**config.mk**
```make
export PLATFORM = sky130hd
export DESIGN_NAME = usc_core
export DESIGN_NICKNAME = d
export VERILOG_FILES = /design/src/core/usc_pkg.sv /design/src/core/usc_core.sv /design/src/core/usc_fifo2.sv
export SDC_FILE = /design/constraint.sdc
export NUM_CORES = 1
export LEC_CHECK = 0
export CAP_MARGIN = 20
export CORE_UTILIZATION = 60
export CTS_BUF_LIST = sky130_fd_sc_hd__clkbuf_4
export DETAILED_ROUTE_END_ITERATION = 10
export DONT_BUFFER_PORTS = 1
export GPL_TIMING_DRIVEN = 1
export PLACE_DENSITY = 0.76
export SYNTH_ARGS = -nofsm -noshare
export SYNTH_HDL_FRONTEND = slang
export SYNTH_SLANG_ARGS = --single-unit
```
**constraint.sdc**
```tcl
create_clock -name clk_sys_i -period 3.44 [get_ports clk_sys_i]
set_input_delay 0.172 -clock clk_sys_i [delete_from_list [all_inputs] [get_ports clk_sys_i]]
set_output_delay 0.172 -clock clk_sys_i [all_outputs]
set_load 0.01 [all_outputs]
```
**src/core/usc_pkg.sv**
```systemverilog
// Shared constants and types for the serial clock generation and framing core
package usc_pkg;

  // ********************************************************************
  // Operating modes
  // ********************************************************************
  typedef enum logic [1:0] {
    USC_ASYNC       = 2'b00,
    USC_SYNC_MASTER = 2'b01,
    USC_SYNC_SLAVE  = 2'b10,
    USC_SPI_MASTER  = 2'b11
  } usc_mode_t;

  // ********************************************************************
  // Widths
  // ********************************************************************
  localparam int USC_BAUD_PERIOD_SETTING_W  = 12;
  localparam int USC_SCALE_W = 4;
  localparam int USC_CNT_W   = 20;
  localparam int USC_FRAC_W  = 7;
  localparam int USC_DATA_W  = 9;
  localparam int USC_FRAME_W = 13;
  localparam int USC_IDX_W   = 4;
  localparam int USC_RXW     = USC_DATA_W + 2;

  // ********************************************************************
  // Timing and framing counts
  // ********************************************************************
  localparam int          USC_CLK_HZ    = 20_000_000;
  localparam logic [4:0]  USC_OS_NORMAL = 5'h10;
  localparam logic [4:0]  USC_OS_DOUBLE = 5'h08;
  localparam logic [3:0]  USC_SPI_BITS  = 4'h8;

  // ********************************************************************
  // Reset values
  // ********************************************************************
  localparam logic USC_LINE_IDLE = 1'b1;
  localparam logic USC_XCK_IDLE  = 1'b0;
  localparam logic USC_OE_OFF    = 1'b1;

endpackage

```
**src/core/usc_core.sv**
```systemverilog
// Serial core: fractional baud generator, transfer clock, framing and buffers
//
// Contract
// - Five clock modes: async normal, async double, sync master, sync slave, SPI master.
// - Internal fractional generator clocks async, sync master and SPI master modes.
// - Baud period setting accepted over 0 through 4095.
// - Signed scale exponent -7..+7 scales the async rate fractionally; sync and SPI master rates ignore it.
// - Normal async rate follows the 16-divisor equations, at most clock over 16.
// - Double speed uses divisor 8 instead of 16.
// - Sync and SPI rate is clock over twice period plus one.
// - Double speed receiver counts 8 ticks per bit instead of 16 and samples each bit once at mid-bit.
// - Transfer clock pin drives in master, is input in slave.
// - Sync receive samples on the edge opposite the transmit change edge.
// - One-wire mode routes transmit and receive through the receive pin.
// - SPI master disables async-only logic; buffers, shifters, generator stay.
// - Pin control and events identical between serial and SPI modes.
// - One write buffer ahead of the shifter gives gapless back-to-back frames.
// - Two-entry receive buffer; frame, overflow and parity errors flagged separately.
// - Optional even or odd parity generated on transmit, checked on receive.
// - Length counter may set data length; lookup outputs may code the line.
// - Inversion off: change on rising, sample on falling; inversion on swaps.
`timescale 1ns/1ps
`default_nettype none
module usc_core import usc_pkg::*; (
  // Clock and reset
  input  wire logic                   clk_sys_i,
  input  wire logic                   resetn_i,
  // Configuration
  input  wire usc_mode_t              mode_i,
  input  wire logic                   double_speed_select_i,
  input  wire logic [USC_BAUD_PERIOD_SETTING_W-1:0]  baud_period_setting_i,
  input  wire logic [USC_SCALE_W-1:0] baud_scale_exponent_i,
  input  wire logic [3:0]             char_bits_i,
  input  wire logic                   parity_en_i,
  input  wire logic                   parity_odd_i,
  input  wire logic                   stop_two_i,
  input  wire logic                   msb_first_i,
  input  wire logic                   one_wire_i,
  input  wire logic                   pin_invert_setting_i,
  // Custom logic link
  input  wire logic                   var_len_en_i,
  input  wire logic [3:0]             peripheral_length_counter_i,
  input  wire logic                   lut_link_i,
  input  wire logic                   lut_tx_i,
  input  wire logic                   lut_rx_i,
  output logic                        tx_serial_o,
  // Transmit data
  input  wire logic                   tx_valid_i,
  input  wire logic [USC_DATA_W-1:0]  tx_data_i,
  output logic                        tx_ready_o,
  // Receive data and status
  output logic                        rx_valid_o,
  input  wire logic                   rx_ready_i,
  output logic [USC_DATA_W-1:0]       rx_data_o,
  output logic                        rx_frame_err_o,
  output logic                        rx_parity_err_o,
  output logic                        rx_overflow_o,
  // Pins
  output logic                        txd_o,
  input  wire logic                   rxd_i,
  output logic                        rxd_o,
  output logic                        rxd_oe_n_o,
  input  wire logic                   transfer_clock_pin_i,
  output logic                        transfer_clock_pin_o,
  output logic                        transfer_clock_pin_oe_n_o
);

  // ********************************************************************
  // Mode decode
  // ********************************************************************
  logic is_async;
  logic is_spi;
  logic is_master;
  logic [3:0] os_last;
  logic [3:0] os_half;

  assign is_async  = (mode_i == USC_ASYNC);
  assign is_spi    = (mode_i == USC_SPI_MASTER);
  assign is_master = (mode_i == USC_SYNC_MASTER) || is_spi;
  assign os_last = double_speed_select_i ? 4'(USC_OS_DOUBLE - 5'h1) : 4'(USC_OS_NORMAL - 5'h1);
  assign os_half = double_speed_select_i ? 4'(USC_OS_DOUBLE >> 1) : 4'(USC_OS_NORMAL >> 1);

  // ********************************************************************
  // Fractional baud generator
  // ********************************************************************
  logic [USC_CNT_W-1:0]  cnt;
  logic [USC_CNT_W-1:0]  next_reload;
  logic [USC_FRAC_W-1:0] acc;
  logic [USC_FRAC_W:0]   sum;
  logic [18:0]           scaled;
  logic [2:0]            shamt;
  logic                  tick;

  always_comb begin
    // Negative exponent splits the period into whole and fractional cycles
    shamt  = 3'(~baud_scale_exponent_i[2:0] + 3'h1);
    scaled = {baud_period_setting_i, 7'h00} >> shamt;
    sum    = {1'b0, acc} + {1'b0, scaled[6:0]};
    if (!is_async) begin
      next_reload = USC_CNT_W'(baud_period_setting_i);
    end else if (!baud_scale_exponent_i[3]) begin
      next_reload = ((USC_CNT_W'(baud_period_setting_i) + 20'h00001)
                     << baud_scale_exponent_i[2:0]) - 20'h00001;
    end else begin
      next_reload = USC_CNT_W'(scaled[18:7]) + USC_CNT_W'(sum[USC_FRAC_W]);
    end
  end

  always_ff @(posedge clk_sys_i or negedge resetn_i) begin
    if (!resetn_i) begin
      cnt  <= '0;
      acc  <= '0;
      tick <= 1'b0;
    end else if (cnt == '0) begin
      cnt  <= next_reload;
      tick <= 1'b1;
      if (is_async && baud_scale_exponent_i[3]) begin
        acc <= sum[USC_FRAC_W-1:0];
      end
    end else begin
      cnt  <= cnt - 20'h00001;
      tick <= 1'b0;
    end
  end

  // ********************************************************************
  // Transfer clock
  // ********************************************************************
  logic tx_act;
  logic xck_int;
  logic next_xck;
  logic xck_in_q;
  logic xck_in_qq;
  logic chg_ev;
  logic smp_ev;

  assign next_xck = (is_master && tx_act) ? (xck_int ^ tick) : USC_XCK_IDLE;

  always_ff @(posedge clk_sys_i or negedge resetn_i) begin
    if (!resetn_i) begin
      xck_int   <= USC_XCK_IDLE;
      xck_in_q  <= USC_XCK_IDLE;
      xck_in_qq <= USC_XCK_IDLE;
    end else begin
      xck_int   <= next_xck;
      xck_in_q  <= transfer_clock_pin_i ^ pin_invert_setting_i;
      xck_in_qq <= xck_in_q;
    end
  end

  // change on rising, sample on falling of the uninverted clock
  always_comb begin
    if (is_master) begin
      chg_ev = tx_act & tick & ~xck_int;
      smp_ev = tx_act & tick & xck_int;
    end else begin
      chg_ev = xck_in_q & ~xck_in_qq;
      smp_ev = ~xck_in_q & xck_in_qq;
    end
  end

  // ********************************************************************
  // Frame assembly
  // ********************************************************************
  logic [USC_DATA_W-1:0]  tx_buf;
  logic                   buf_valid;
  logic [3:0]             dlen;
  logic                   par_on;
  logic [USC_FRAME_W-1:0] next_frame;
  logic [3:0]             nbits;
  logic [USC_DATA_W-1:0]  dmask;

  always_comb begin
    if (var_len_en_i) begin
      dlen = peripheral_length_counter_i;
    end else begin
      dlen = is_spi ? USC_SPI_BITS : char_bits_i;
    end
    // no parity, start or stop in SPI; parity unsupported with variable length
    par_on     = parity_en_i & ~is_spi & ~var_len_en_i;
    dmask      = USC_DATA_W'((10'h001 << dlen) - 10'h001);
    next_frame = '1;
    if (is_spi) begin
      for (int i = 0; i < USC_DATA_W; i++) begin
        if (i < int'(dlen)) begin
          next_frame[i] = (msb_first_i && !var_len_en_i) ? tx_buf[4'(int'(dlen) - 1 - i)] : tx_buf[i];
        end
      end
      nbits = dlen;
    end else begin
      next_frame[0] = 1'b0;
      for (int i = 0; i < USC_DATA_W; i++) begin
        if (i < int'(dlen)) begin
          next_frame[i + 1] = tx_buf[i];
        end
      end
      if (par_on) begin
        next_frame[dlen + 4'h1] = ^(tx_buf & dmask) ^ parity_odd_i;
      end
      nbits = dlen + 4'h2 + 4'(par_on) + 4'(stop_two_i);
    end
  end

  // ********************************************************************
  // Transmitter
  // ********************************************************************
  logic [USC_FRAME_W-1:0] tx_sh;
  logic [3:0]             tx_nbits;
  logic [USC_IDX_W-1:0]   tx_idx;
  logic [3:0]             tx_os;
  logic                   tx_first;
  logic                   tx_last;
  logic                   end_tx;
  logic                   load;
  logic                   take;
  logic                   tx_bit;

  assign tx_last = (tx_idx == tx_nbits - 4'h1);
  assign end_tx  = tx_act & tx_last & (is_async ? (tick & (tx_os == os_last)) : smp_ev);
  // Async idle start waits for a tick: full start bit
  assign load    = buf_valid & ((~tx_act & (tick | ~is_async)) | end_tx);
  assign take    = tx_valid_i & tx_ready_o;
  assign tx_bit  = tx_act ? tx_sh[tx_idx] : USC_LINE_IDLE;

  // write buffer refills shifter at frame end
  always_ff @(posedge clk_sys_i or negedge resetn_i) begin
    if (!resetn_i) begin
      buf_valid  <= 1'b0;
      tx_buf     <= '0;
      tx_ready_o <= 1'b1;
    end else begin
      buf_valid  <= take | (buf_valid & ~load);
      tx_ready_o <= ~(take | (buf_valid & ~load));
      if (take) begin
        tx_buf <= tx_data_i;
      end
    end
  end

  always_ff @(posedge clk_sys_i or negedge resetn_i) begin
    if (!resetn_i) begin
      tx_act   <= 1'b0;
      tx_sh    <= '1;
      tx_nbits <= 4'h1;
      tx_idx   <= '0;
      tx_os    <= '0;
      tx_first <= 1'b0;
    end else if (load) begin
      tx_act   <= 1'b1;
      tx_sh    <= next_frame;
      tx_nbits <= nbits;
      tx_idx   <= '0;
      tx_os    <= '0;
      tx_first <= 1'b1;
    end else if (end_tx) begin
      tx_act <= 1'b0;
    end else if (tx_act && is_async && tick) begin
      tx_os <= (tx_os == os_last) ? 4'h0 : tx_os + 4'h1;
      if (tx_os == os_last) begin
        tx_idx <= tx_idx + 4'h1;
      end
    end else if (tx_act && !is_async && chg_ev) begin
      // First rising edge keeps the bit placed at load time
      tx_first <= 1'b0;
      if (!tx_first) begin
        tx_idx <= tx_idx + 4'h1;
      end
    end
  end

  // ********************************************************************
  // Receiver
  // ********************************************************************
  logic                   rx_line;
  logic                   rx_act;
  logic [USC_FRAME_W-1:0] rx_sh;
  logic [USC_IDX_W-1:0]   rx_idx;
  logic [3:0]             rx_os;
  logic                   rx_done;
  logic                   rx_armed;
  logic                   rx_last;
  logic [USC_DATA_W-1:0]  rx_dat;
  logic                   rx_ferr;
  logic                   rx_perr;
  logic                   fifo_in_ready;

  // receive source: pin or lookup output
  assign rx_line = lut_link_i ? lut_rx_i : rxd_i;
  assign rx_last = (rx_idx == nbits - 4'h1);

  always_ff @(posedge clk_sys_i or negedge resetn_i) begin
    if (!resetn_i) begin
      rx_act  <= 1'b0;
      rx_sh   <= '1;
      rx_idx  <= '0;
      rx_os   <= '0;
      rx_done <= 1'b0;
      rx_armed <= 1'b0;
    end else begin
      rx_done <= 1'b0;
      if (is_async) begin
        if (tick && !rx_act) begin
          // start counts only after idle, held low to mid-bit
          if (rx_line || !rx_armed) begin
            rx_os    <= '0;
            rx_armed <= rx_line;
          end else if (rx_os == os_half - 4'h1) begin
            rx_act   <= 1'b1;
            rx_armed <= 1'b0;
            rx_sh[0] <= 1'b0;
            rx_idx   <= 4'h1;
            rx_os    <= '0;
          end else begin
            rx_os <= rx_os + 4'h1;
          end
        end else if (tick) begin
          rx_os <= (rx_os == os_last) ? 4'h0 : rx_os + 4'h1;
          if (rx_os == os_last) begin
            rx_sh[rx_idx] <= rx_line;
            rx_idx        <= rx_idx + 4'h1;
            rx_act        <= ~rx_last;
            rx_done       <= rx_last;
          end
        end
      end else if (smp_ev) begin
        // sample edge opposite change edge; SPI follows its own frame
        if (rx_act) begin
          rx_sh[rx_idx] <= rx_line;
          rx_idx        <= rx_idx + 4'h1;
          rx_act        <= ~rx_last;
          rx_done       <= rx_last;
        end else if (is_spi ? tx_act : !rx_line) begin
          rx_sh[0] <= rx_line;
          rx_idx   <= 4'h1;
          rx_act   <= 1'b1;
        end
      end
    end
  end

  always_comb begin
    rx_dat  = '0;
    rx_ferr = 1'b0;
    rx_perr = 1'b0;
    for (int i = 0; i < USC_DATA_W; i++) begin
      if (i < int'(dlen)) begin
        if (is_spi) begin
          rx_dat[i] = (msb_first_i && !var_len_en_i) ? rx_sh[4'(int'(dlen) - 1 - i)] : rx_sh[i];
        end else begin
          rx_dat[i] = rx_sh[i + 1];
        end
      end
    end
    if (!is_spi) begin
      rx_ferr = ~rx_sh[dlen + 4'h1 + 4'(par_on)];
      rx_perr = par_on & (^rx_dat ^ parity_odd_i ^ rx_sh[dlen + 4'h1]);
    end
  end

  usc_fifo2 #(
    .W (USC_RXW)
  ) u_rx_buf (
    .clk_sys_i   (clk_sys_i),
    .resetn_i    (resetn_i),
    .in_valid_i  (rx_done),
    .in_data_i   ({rx_perr, rx_ferr, rx_dat}),
    .in_ready_o  (fifo_in_ready),
    .out_valid_o (rx_valid_o),
    .out_ready_i (rx_ready_i),
    .out_data_o  ({rx_parity_err_o, rx_frame_err_o, rx_data_o})
  );

  // overflow stays until read; a new loss wins over the clear
  always_ff @(posedge clk_sys_i or negedge resetn_i) begin
    if (!resetn_i) begin
      rx_overflow_o <= 1'b0;
    end else if (rx_done && !fifo_in_ready) begin
      rx_overflow_o <= 1'b1;
    end else if (rx_valid_o && rx_ready_i) begin
      rx_overflow_o <= 1'b0;
    end
  end

  // ********************************************************************
  // Pin drivers
  // ********************************************************************
  // same data pin control in every mode; clock pin output enabled in master modes only
  always_ff @(posedge clk_sys_i or negedge resetn_i) begin
    if (!resetn_i) begin
      txd_o                     <= USC_LINE_IDLE;
      rxd_o                     <= USC_LINE_IDLE;
      rxd_oe_n_o                <= USC_OE_OFF;
      tx_serial_o               <= USC_LINE_IDLE;
      transfer_clock_pin_o      <= USC_XCK_IDLE;
      transfer_clock_pin_oe_n_o <= USC_OE_OFF;
    end else begin
      tx_serial_o               <= tx_bit;
      txd_o                     <= one_wire_i ? USC_LINE_IDLE : (lut_link_i ? lut_tx_i : tx_bit);
      rxd_o                     <= lut_link_i ? lut_tx_i : tx_bit;
      rxd_oe_n_o                <= ~(one_wire_i & tx_act);
      transfer_clock_pin_o      <= next_xck ^ pin_invert_setting_i;
      transfer_clock_pin_oe_n_o <= ~is_master;
    end
  end

endmodule
`default_nettype wire

```
**src/core/usc_fifo2.sv**
```systemverilog
// Two-entry receive buffer with valid/ready on both sides, outputs from flops
`timescale 1ns/1ps
`default_nettype none
module usc_fifo2 #(
  parameter int W = 11
) (
  // Clock and reset
  input  wire logic         clk_sys_i,
  input  wire logic         resetn_i,
  // Fill side
  input  wire logic         in_valid_i,
  input  wire logic [W-1:0] in_data_i,
  output logic              in_ready_o,
  // Drain side
  output logic              out_valid_o,
  input  wire logic         out_ready_i,
  output logic [W-1:0]      out_data_o
);

  logic [1:0]   count;
  logic [1:0]   next_count;
  logic [W-1:0] tail;
  logic         push;
  logic         pop;

  assign push = in_valid_i & in_ready_o;
  assign pop  = out_valid_o & out_ready_i;

  always_comb begin
    next_count = count;
    if (push && !pop) begin
      next_count = count + 2'h1;
    end else if (pop && !push) begin
      next_count = count - 2'h1;
    end
  end

  always_ff @(posedge clk_sys_i or negedge resetn_i) begin
    if (!resetn_i) begin
      count       <= 2'h0;
      out_valid_o <= 1'b0;
      in_ready_o  <= 1'b1;
    end else begin
      count       <= next_count;
      out_valid_o <= (next_count != 2'h0);
      in_ready_o  <= (next_count != 2'h2);
    end
  end

  // Head is the visible word, tail the second one
  always_ff @(posedge clk_sys_i or negedge resetn_i) begin
    if (!resetn_i) begin
      out_data_o <= '0;
      tail       <= '0;
    end else begin
      if (pop) begin
        out_data_o <= (count == 2'h2) ? tail : in_data_i;
      end else if (push && count == 2'h0) begin
        out_data_o <= in_data_i;
      end
      if (push && ((count == 2'h1 && !pop) || (count == 2'h2 && pop))) begin
        tail <= in_data_i;
      end
    end
  end

endmodule
`default_nettype wire

```
# Word-level counts from Yosys, hierarchy flattened
# Cells that the tools add are included.
dict set report totals {
  regBits 126
  input_bits 52
  output_inout_bits 20
  wordCells 425
}
dict set report classes {
  add_sub_neg 30
  n_lt_le_gt_ge 24
  n_eq_ne 21
  shifts 3
  muxes 216
  bitwise 42
  n_reduce_logical 55
}
# op count
set op_table {}
lappend op_table {{two-way mux 1 bit} 145}
lappend op_table {{two-way mux 4 bit} 30}
lappend op_table {{binary-select mux 1 bit (select 4 bit)} 21}
lappend op_table {{two-way mux 13 bit} 5}
lappend op_table {{two-way mux 20 bit} 3}
lappend op_table {{less-than comparator 4 x 6 -> 1 bit (second input constant)} 9}
lappend op_table {{subtractor 20 x 1 -> 20 bit (second input constant)} 2}
lappend op_table {{two-way mux 11 bit} 3}
lappend op_table {{bitwise mux 13 bit} 2}
lappend op_table {{two-way mux 12 bit} 2}
lappend op_table {{adder 4 x 1 -> 4 bit (second input constant)} 5}
lappend op_table {{equality test 4 bit} 5}
lappend op_table {{logical NOT 20 bit} 1}
lappend op_table {{less-than comparator 4 x 5 -> 1 bit (second input constant)} 4}
lappend op_table {{nonzero test 2 bit} 10}
lappend op_table {{<< shifter 13 x 3 -> 20 bit} 1}
lappend op_table {{subtractor 4 bit (second input constant)} 5}
lappend op_table {{right shift 19 x 3 -> 19 bit} 1}
lappend op_table {{bitwise AND 1 bit} 18}
lappend op_table {{logical AND 1 bit} 18}
lappend op_table {{XOR reduction 9 bit} 2}
lappend op_table {{less-than comparator 3 x 4 -> 1 bit (first input constant)} 4}
lappend op_table {{subtractor 4 x 1 -> 4 bit (second input constant)} 4}
lappend op_table {{adder 12 x 1 -> 13 bit} 1}
lappend op_table {{other kinds (39)} 90}

# Depth between registers and ports, before layout
# Gate-level depths: netlist (run 1).
dict set report logic_depth {
  ltp_word 18
  ltp_mapped 25
}

# Hierarchy
# From an unflattened synthesis (run 1), not the netlist that was laid out.
dict set report hier_totals {
  hier_cells 1358
  hier_area_um2 11210.8
}
# mod n_inst cells_each area_each_um2 seq_area_each_um2
set modules_own_cells {}
lappend modules_own_cells {usc_core 1 1257 10030.9 2543.7}
lappend modules_own_cells {usc_fifo2 1 101 1179.9 651.9}

# Worst setup path after synthesis (run 1)
# OpenSTA, ideal clock, no wires.
dict set report synth_path {
  path_type {input to register}
  from {input port baud_scale_exponent_i[1]}
  to {register cnt[10]}
  setup_time_ns 0.094
  arrival_time_ns 4.459
  required_ns 3.346
  slack_ns -1.113
  cell_stages 24
  path_buffers 4
  path_cell_list {clkbuf_1 inv_1 clkbuf_1 ha_1 buf_2 clkbuf_1 mux2_2 a21oi_1 nor2_1 ha_1 a21o_1 a21o_1 a21oi_1 nor2b_1 o21ai_0 nand2b_1 ha_1 ha_1 nand2_1 or4_1 nor2_1 xnor2_1 o22ai_1 a211oi_1}
}
dict set report synth_via {
  elab_chain_cells 8
  word_cells_on_any_way 10
  cone_classes {4 x add/sub; 2 x shift; 3 x mux; 1 x bitwise}
}
# element line
set synth_rtl {}
lappend synth_rtl {{start: declaration} usc_core.sv:32} ;# input wire logic [USC_SCALE_W-1:0] baud_scale_exponent_i,
lappend synth_rtl {{inverter 3 bit} usc_core.sv:96} ;# shamt = 3'(~baud_scale_exponent_i[2:0] + 3'h1);
lappend synth_rtl {{adder 3 x 1 -> 3 bit} usc_core.sv:96}
lappend synth_rtl {{right shift 19 x 3 -> 19 bit} usc_core.sv:97} ;# scaled = {baud_period_setting_i, 7'h00} >> shamt;
lappend synth_rtl {{adder 7 x 7 -> 8 bit} usc_core.sv:98} ;# sum = {1'b0, acc} + {1'b0, scaled[6:0]};
lappend synth_rtl {{adder 12 x 1 -> 13 bit} usc_core.sv:105} ;# next_reload = USC_CNT_W'(scaled[18:7]) + USC_CNT_W'(sum[USC_FRAC_W]);
lappend synth_rtl {{two-way mux 20 bit *} usc_core.sv:101} ;# end else if (!baud_scale_exponent_i[3]) begin
lappend synth_rtl {{two-way mux 20 bit *} usc_core.sv:99} ;# if (!is_async) begin
lappend synth_rtl {{two-way mux 20 bit *} usc_core.sv:114} ;# end else if (cnt == '0) begin
lappend synth_rtl {{end signal: assignment} usc_core.sv:115} ;# cnt <= next_reload;
lappend synth_rtl {{end signal: assignment} usc_core.sv:121} ;# cnt <= cnt - 20'h00001;
lappend synth_rtl {{end: declaration} usc_core.sv:86} ;# logic [USC_CNT_W-1:0] cnt;
# Mark *: on every way between the ends. The rest lies on a longest branch, timed or not.
# A chain may end at the register's enable or synchronous reset.

# Final worst setup path (run 1)
dict set report layout_path {
  from {register acc[1]}
  to {register cnt[8]}
}
dict set report layout_via {
  elab_chain_cells 5
}
# element line
set layout_rtl {}
lappend layout_rtl {{start: declaration} usc_core.sv:88} ;# logic [USC_FRAC_W-1:0] acc;
lappend layout_rtl {{start signal: assignment} usc_core.sv:118} ;# acc <= sum[USC_FRAC_W-1:0];
lappend layout_rtl {{adder 7 x 7 -> 8 bit} usc_core.sv:98}
lappend layout_rtl {{adder 12 x 1 -> 13 bit} usc_core.sv:105}
lappend layout_rtl {{two-way mux 20 bit} usc_core.sv:101}
lappend layout_rtl {{two-way mux 20 bit} usc_core.sv:99}
lappend layout_rtl {{two-way mux 20 bit} usc_core.sv:114}
# No other way between the ends.

==> metrics.cfg, run 1 <==
[finish]
diodes = 0
layout.nets = 1420
drive_gt1_share_pct = 14.1
syn_to_final_growth_pct = 10.3
final_area_mm2 = 0.0119
final_common_cell = nand2_1
instances_no_fill = 1575
final_cell_mix = nand2_1 (178), nor2_1 (121), dfrtp_1 (92)

[routing]
routedWlPerCell_um = 19.1
drt-pass1-iter-count = 6
drc = 0
ant_nets = 0
drt_iter0_drc = 1127
route.met2.wl_um = 14000
top_layer = met4
dr_wl_met3_um = 2380
via_per_inst = 6.53
met1Wirelength_um = 13000
routed_wl_um = 30000
vias = 10300

[worst_setup_path]
rrSetupSlack_ns = 0.12
r2r_start = acc[1]
critical_path.startpoint_type = flip-flop
crit_type = reg -> reg
path_max_fanout = 4
cpMostUsedCell = a21o_1
crit_chain = ha_1, a21o_1, a21o_1, a21o_1, a21oi_2, nor2b_1, o21ai_1, nand2b_1, ha_4, ha_4, nand2_2, or4_4, xnor2_2, nand2_1, o21ai_0, a21oi_1, dlygate4sd3_1
cp_data_arrival_time_ns = 3.75
r2r.worst_path.cells = 17
cpPeakStageDelay_ns = 0.56
path_buf_inv = 1
cp-end-kind = flip-flop
crit_required_ns = 3.87
crit_slowest_cell = dlygate4sd3_1
cp_top_family = simple AND/OR/NAND/NOR gates
r2r-end = cnt[8]

[logic_synthesis]
synthArstFlopShare_pct = 100
ys.flop_type = dfrtp_1
ys_ff_latch = 126
yosysTopAreaCellShare_pct = 21.4
netlist_area_mm2 = 0.0108
yosysSeqAreaShare_pct = 29.6
synth.distinct_cells = 75
synth-edff-count = 0
yosysWarnings = 0
synth_top_cell_by_area = dfrtp_1
synth_area_leaders = dfrtp_1 (21%), dfstp_2 (8.3%), nand2_1 (6.3%)
syn_nets = 1414
synth.avg_cell_area_um2 = 8.10
netlist_instances = 1331

[placed_design]
dp_cells = 1504
placed_area_mm2 = 0.0111
place.gp.congestion = 0.971
port_buffers = 0
hpwl_um = 20900

[global_route]
grt_start_max_net_pins = 127
antenna_found_initial = 0
grt-ovfl-total = 0
grt_pass1_vias = 9471
grt_use_total_pct = 33.2
grt_first_pass_wirelength_um = 48600

[clock_tree]
htree_levels = 4
cts_sinks = 126
cts_root_buf = clkbuf_4
clock_path_buffers = 2
clk_pin_slew_ns = 0.12
clk_latency_ns = 0.55
cts_tree = built
cts_buffers = 17

[floorplan]
die_area_mm2 = 0.0185
die_w_um = 136
die_h_um = 136
pin_count = 72
start_util_pct = 61.9
rows = 48
core_area_mm2 = 0.0174

[power]
powerDensity_mw_per_mm2 = 520
ir_worst_vdd_uv = 534
cellLeakagePower_uw = 0.00489

[sta]
worst_slew_pin_slew_ns = 0.682
slew_headroom_pct = 54.0
fmax_mhz = 301
final-setup-viol-count = 0
timing.final.hold_violations = 0
fin_skew_ns = 0.0202
finalSetupTns_ns = 0
finalCriticalPeriod_ns = 3.32
slew_viol_final = 0
fin_crit_sh_pct = 96.6

[status]
outcome = completed

[job]
max_cap_viol_count = 0

[hold_path]
holdPathEnd = cnt[5]
hold_class = in -> reg
hold_start = baud_scale_exponent_i[3]
worstHoldPathCells = 4

## worst reg2reg max path: stages, from the launching register on
cell	delay, ns
dfrtp_1	0.41
ha_1	0.29
a21o_1	0.10
a21o_1	0.12
a21o_1	0.12
a21oi_2	0.06
nor2b_1	0.11
o21ai_1	0.06
nand2b_1	0.12
ha_4	0.18
ha_4	0.15
nand2_2	0.08
or4_4	0.47
xnor2_2	0.17
nand2_1	0.06
o21ai_0	0.08
a21oi_1	0.08
dlygate4sd3_1	0.56
## area by class of cell
| class | count | area, um2 |
|---|---|---|
| Fill cell | 1430 | 5530 |
| Timing Repair Buffer | 87 | 768 |
| Clock buffer | 20 | 150 |
| Clock inverter | 12 | 159 |
| Multi-Input combinational cell | 1070 | 7190 |
| Inverter | 35 | 143 |
| Tap cell | 225 | 282 |
| Sequential cell | 126 | 3200 |
## power breakdown
group,total (uW),leakage (uW),switching (uW),internal (uW)
clock network,1140,0.000166,603,536
registers,2470,0.00150,528,1940
logic,2570,0.00322,1350,1220
## per-stage QoR
step                      hold slack (ns)  total power, uW  utilization (%)  setup WS [ns]
final                              0.0232             6180             68.3          0.117
after global routing               0.0150             6590             68.3        -0.0347
after CTS                         0.00338             6140             67.9         0.0198
after detailed placement           -0.121             4890             63.8        -0.0417
after global placement             -0.121             4820             63.8         0.0700
after floorplan                    -0.124             4340                -         -0.390
## registers in the layout, summed over array words and instances, names as in the netlist, 2 cells and up
name,count
u_rx_buf.count,2
u_rx_buf.out_data_o,11
tx_os,4
tx_buf,9
tx_idx,4
u_rx_buf.tail,11
tx_nbits,4
rx_sh,13
rx_os,4
cnt,20
tx_sh,13
acc,7
rx_idx,4
## cell families (layout without fill, tap and decap cells)
kind of cell    after synthesis  in the layout  share of synthesized area, %
simple gates                491            491                          20.9
compound gates              359            359                          21.6
buf+inv                     135            154                          5.17
flops                       126            126                          29.6
xor+xnor                     96             96                          8.25
mux                          93             93                          10.7
fa+ha+maj                    31             31                          3.74
## layer usage
metal  track usage [%]  vias to the layer above
met5                 0                        -
met4              10.8                        0
met3              5.82                       59
met2              51.6                      512
met1              46.7                     4869
li1                  -                     4851
## what timing repair did
item | 4_1_cts | 5_1_grt
endpoints found under the hold margin | 166 | 1
buffers inserted | 0 | 1
hold buffers | 38 | 1
setup endpoints to repair | 0 | 5
resized for setup | 0 | 11
## how the worst max path moves through the flow
stage | startpoint | endpoint | cells past startpoint
2_1_floorplan | baud_scale_exponent_i[1] | cnt[10] | 24
4_1_cts | acc[1] | cnt[8] | 17
6_report | acc[1] | cnt[8] | 17
3_5_place_dp | baud_scale_exponent_i[0] | cnt[10] | 20
5_1_grt | acc[1] | cnt[8] | 17
3_3_place_gp | baud_scale_exponent_i[0] | cnt[10] | 20
## synthesized netlist by cell type (all sizes together) (31+ instances only)
library cell and count:
a21oi 86, a31oi 31, buf 34, clkbuf 66, dfrtp 92, dfstp 34, inv 35, mux2i 57
nand2 182, nand3 43, nor2 125, o21ai 89, xnor2 58, xor2 35
(Power assumes the default switching activity.)
==> run 2, diff against run 1 <==
HOLD_SLACK_MARGIN = 0.06   (was not set)
RECOVER_POWER = 25   (was not set)
==> run 2 against run 1 <==
Against the previous run: the run now ends with max-capacitance violations, max-slew violations left; highest routed layer unchanged; largest cell class unchanged; die area stayed put; count of clock-buffer cells in the layout stayed put; power is 0.26% higher; critical path type unchanged.
==> metrics.cfg, run 2 (synthesized netlist as in run 1, its figures left out) <==
[global_route]
grt_use_total_pct = 33.4  ; +0.20 points
grt-ovfl-total = 0  ; unchanged
grt_pass1_vias = 9490  ; +0.20%
grt_start_max_net_pins = 127  ; unchanged
grt_first_pass_wirelength_um = 48800  ; +0.48%
antenna_found_initial = 0  ; unchanged

[sta]
finalCriticalPeriod_ns = 3.29  ; -0.0357 ns
rsz0062_at_grt = false
slew_headroom_pct = -84.7  ; -140 points
worst_slew_pin_slew_ns = 2.77  ; +2.09 ns
timing.final.hold_violations = 0  ; unchanged
slew_viol_final = 127  ; +127
fin_hold_ws_ns = 0.0902  ; +0.0670 ns
fmax_mhz = 304  ; +1.1%
final-setup-viol-count = 0  ; unchanged
fin_skew_ns = 0.0203  ; +0.0000408 ns
fin_crit_sh_pct = 95.6  ; -1.0 points

[clock_tree]
clk_latency_ns = 0.54  ; about the same
clock_path_buffers = 2  ; unchanged
clk_pin_slew_ns = 0.13  ; about the same
htree_levels = 4  ; unchanged
cts_tree = built
cts_buffers = 17  ; unchanged
cts_root_buf = clkbuf_4
cts_sinks = 126  ; unchanged

[floorplan]
die_h_um = 136  ; unchanged
core_area_mm2 = 0.0174  ; unchanged
pin_count = 72  ; unchanged
die_w_um = 136  ; unchanged
rows = 48  ; unchanged
die_area_mm2 = 0.0185  ; unchanged
start_util_pct = 61.9  ; unchanged

[finish]
layout.nets = 1430  ; +0.70%
final_area_mm2 = 0.0120  ; +0.57%
final_cell_mix = nand2_1 (178), nor2_1 (121), dfrtp_1 (92)
drive_gt1_share_pct = 13.9  ; -0.18 points
largest_reg_flops = 20  ; unchanged
largest_registers = cnt (20), rx_sh (13), tx_sh (13)
final_common_cell = nand2_1
regMostFlops = cnt
syn_to_final_growth_pct = 10.9
diodes = 0  ; unchanged

[routing]
routedWlPerCell_um = 19.0  ; -0.12%
drt_iter0_drc = 1103  ; -2.1%
vias = 10300  ; +0.37%
drc = 0  ; unchanged
via_per_inst = 6.52  ; -0.26%
routed_wl_um = 30200  ; +0.52%
ant_nets = 0  ; unchanged
drt-pass1-iter-count = 6  ; unchanged

[status]
outcome = finished with violations
violations = max-capacitance violations, max-slew violations

[worst_setup_path]
critical_path.startpoint_type = flip-flop
cp-end-kind = flip-flop
cp_data_arrival_time_ns = 3.72  ; -0.03 ns
crit_type = reg -> reg
crit_required_ns = 3.88  ; about the same
path_max_fanout = 4  ; unchanged

[power]
ir_worst_vdd_uv = 539  ; +0.86%
powerDensity_mw_per_mm2 = 518  ; -0.31%
cellLeakagePower_uw = 0.00491  ; +0.38%
power_uw = 6200  ; +0.26%

[placed_design]
placed_area_mm2 = 0.0111  ; unchanged
hpwl_um = 20900  ; unchanged
place.gp.congestion = 0.971  ; unchanged
port_buffers = 0  ; unchanged

[hold_path]
hold_class = in -> reg

[job]
max_cap_viol_count = 1  ; +1

==> run 2: metrics by stage <==
| step | instances | TNS [ns] | util [%] | worst slack (ns) |
|---|---|---|---|---|
| after floorplan | 1331 | -2.42 | - | -0.390 |
| after global placement | 1504 | 0 | 63.8 | 0.0700 |
| after detailed placement | 1504 | -0.0417 | 63.8 | -0.0417 |
| after CTS | 1578 | 0 | 68.1 | 0.0337 |
| after global routing | 1585 | 0 | 68.7 | 0.00185 |
| final | 1585 | 0 | 68.7 | 0.152 |
==> run 2: repair_timing <==
action | in CTS | in global routing
endpoints found under the hold margin | 182 | 7
setup endpoints to repair | 0 | 4
resized for setup | 0 | 9
buffers inserted | 0 | 1
hold buffers | 42 | 7
==> run 2: cell type report <==
| class | count | area [um2] |
|---|---|---|
| Inverter | 35 | 143 |
| Tap cell | 225 | 282 |
| Timing Repair Buffer | 97 | 843 |
| Fill cell | 1430 | 5460 |
| Clock inverter | 12 | 159 |
| Clock buffer | 20 | 150 |
| Multi-Input combinational cell | 1070 | 7190 |
| Sequential cell | 126 | 3200 |
==> run 2: final timing paths <==
kind / startpoint / endpoint / slack, ns / depth (start not counted)
worst max register to register: acc[1] / cnt[9] / 0.15 / 18
worst min-delay path: tx_valid_i / tx_ready_o / 0.09 / 3
max in group asynchronous: resetn_i / buf_valid / 0.70 / 2
min in group asynchronous: resetn_i / u_rx_buf.out_data_o[8] / 1.07 / 2
worst max-delay path: acc[1] / cnt[9] / 0.15 / 18
worst min register to register: xck_in_q / xck_in_qq / 0.44 / 0
==> run 2: power breakdown <==
part	switching [uW]	total (uW)	internal (uW)
clock	600	1140	536
combinational	1360	2590	1230
sequential	530	2470	1940
total	2490	6200	3710
==> run 2: worst max-delay path, stage by stage, from the launching register on <==
cell and delay, ns:
dfrtp_1 0.41, ha_1 0.30, a21o_1 0.17, a21o_1 0.16, a21o_1 0.16, a21oi_2 0.16
nor2b_1 0.06, o21ai_1 0.12, nand2b_1 0.11, ha_4 0.19, nand2_4 0.08, nor3_4 0.05
nor3b_4 0.18, a21o_1 0.15, nand2_1 0.06, a21oi_1 0.06, o31ai_1 0.10, a31oi_1 0.12
dlygate4sd3_1 0.57
==> run 2: per-layer routing <==
| metal | global-route usage [%] | up-vias | share of wire (%) |
|---|---|---|---|
| met5 | 0 | - | 0 |
| met4 | 10.0 | 0 | 2.6 |
| met3 | 6.90 | 76 | 8.2 |
| met2 | 51.7 | 501 | 47 |
| met1 | 46.8 | 4887 | 43 |
| li1 | - | 4865 | - |
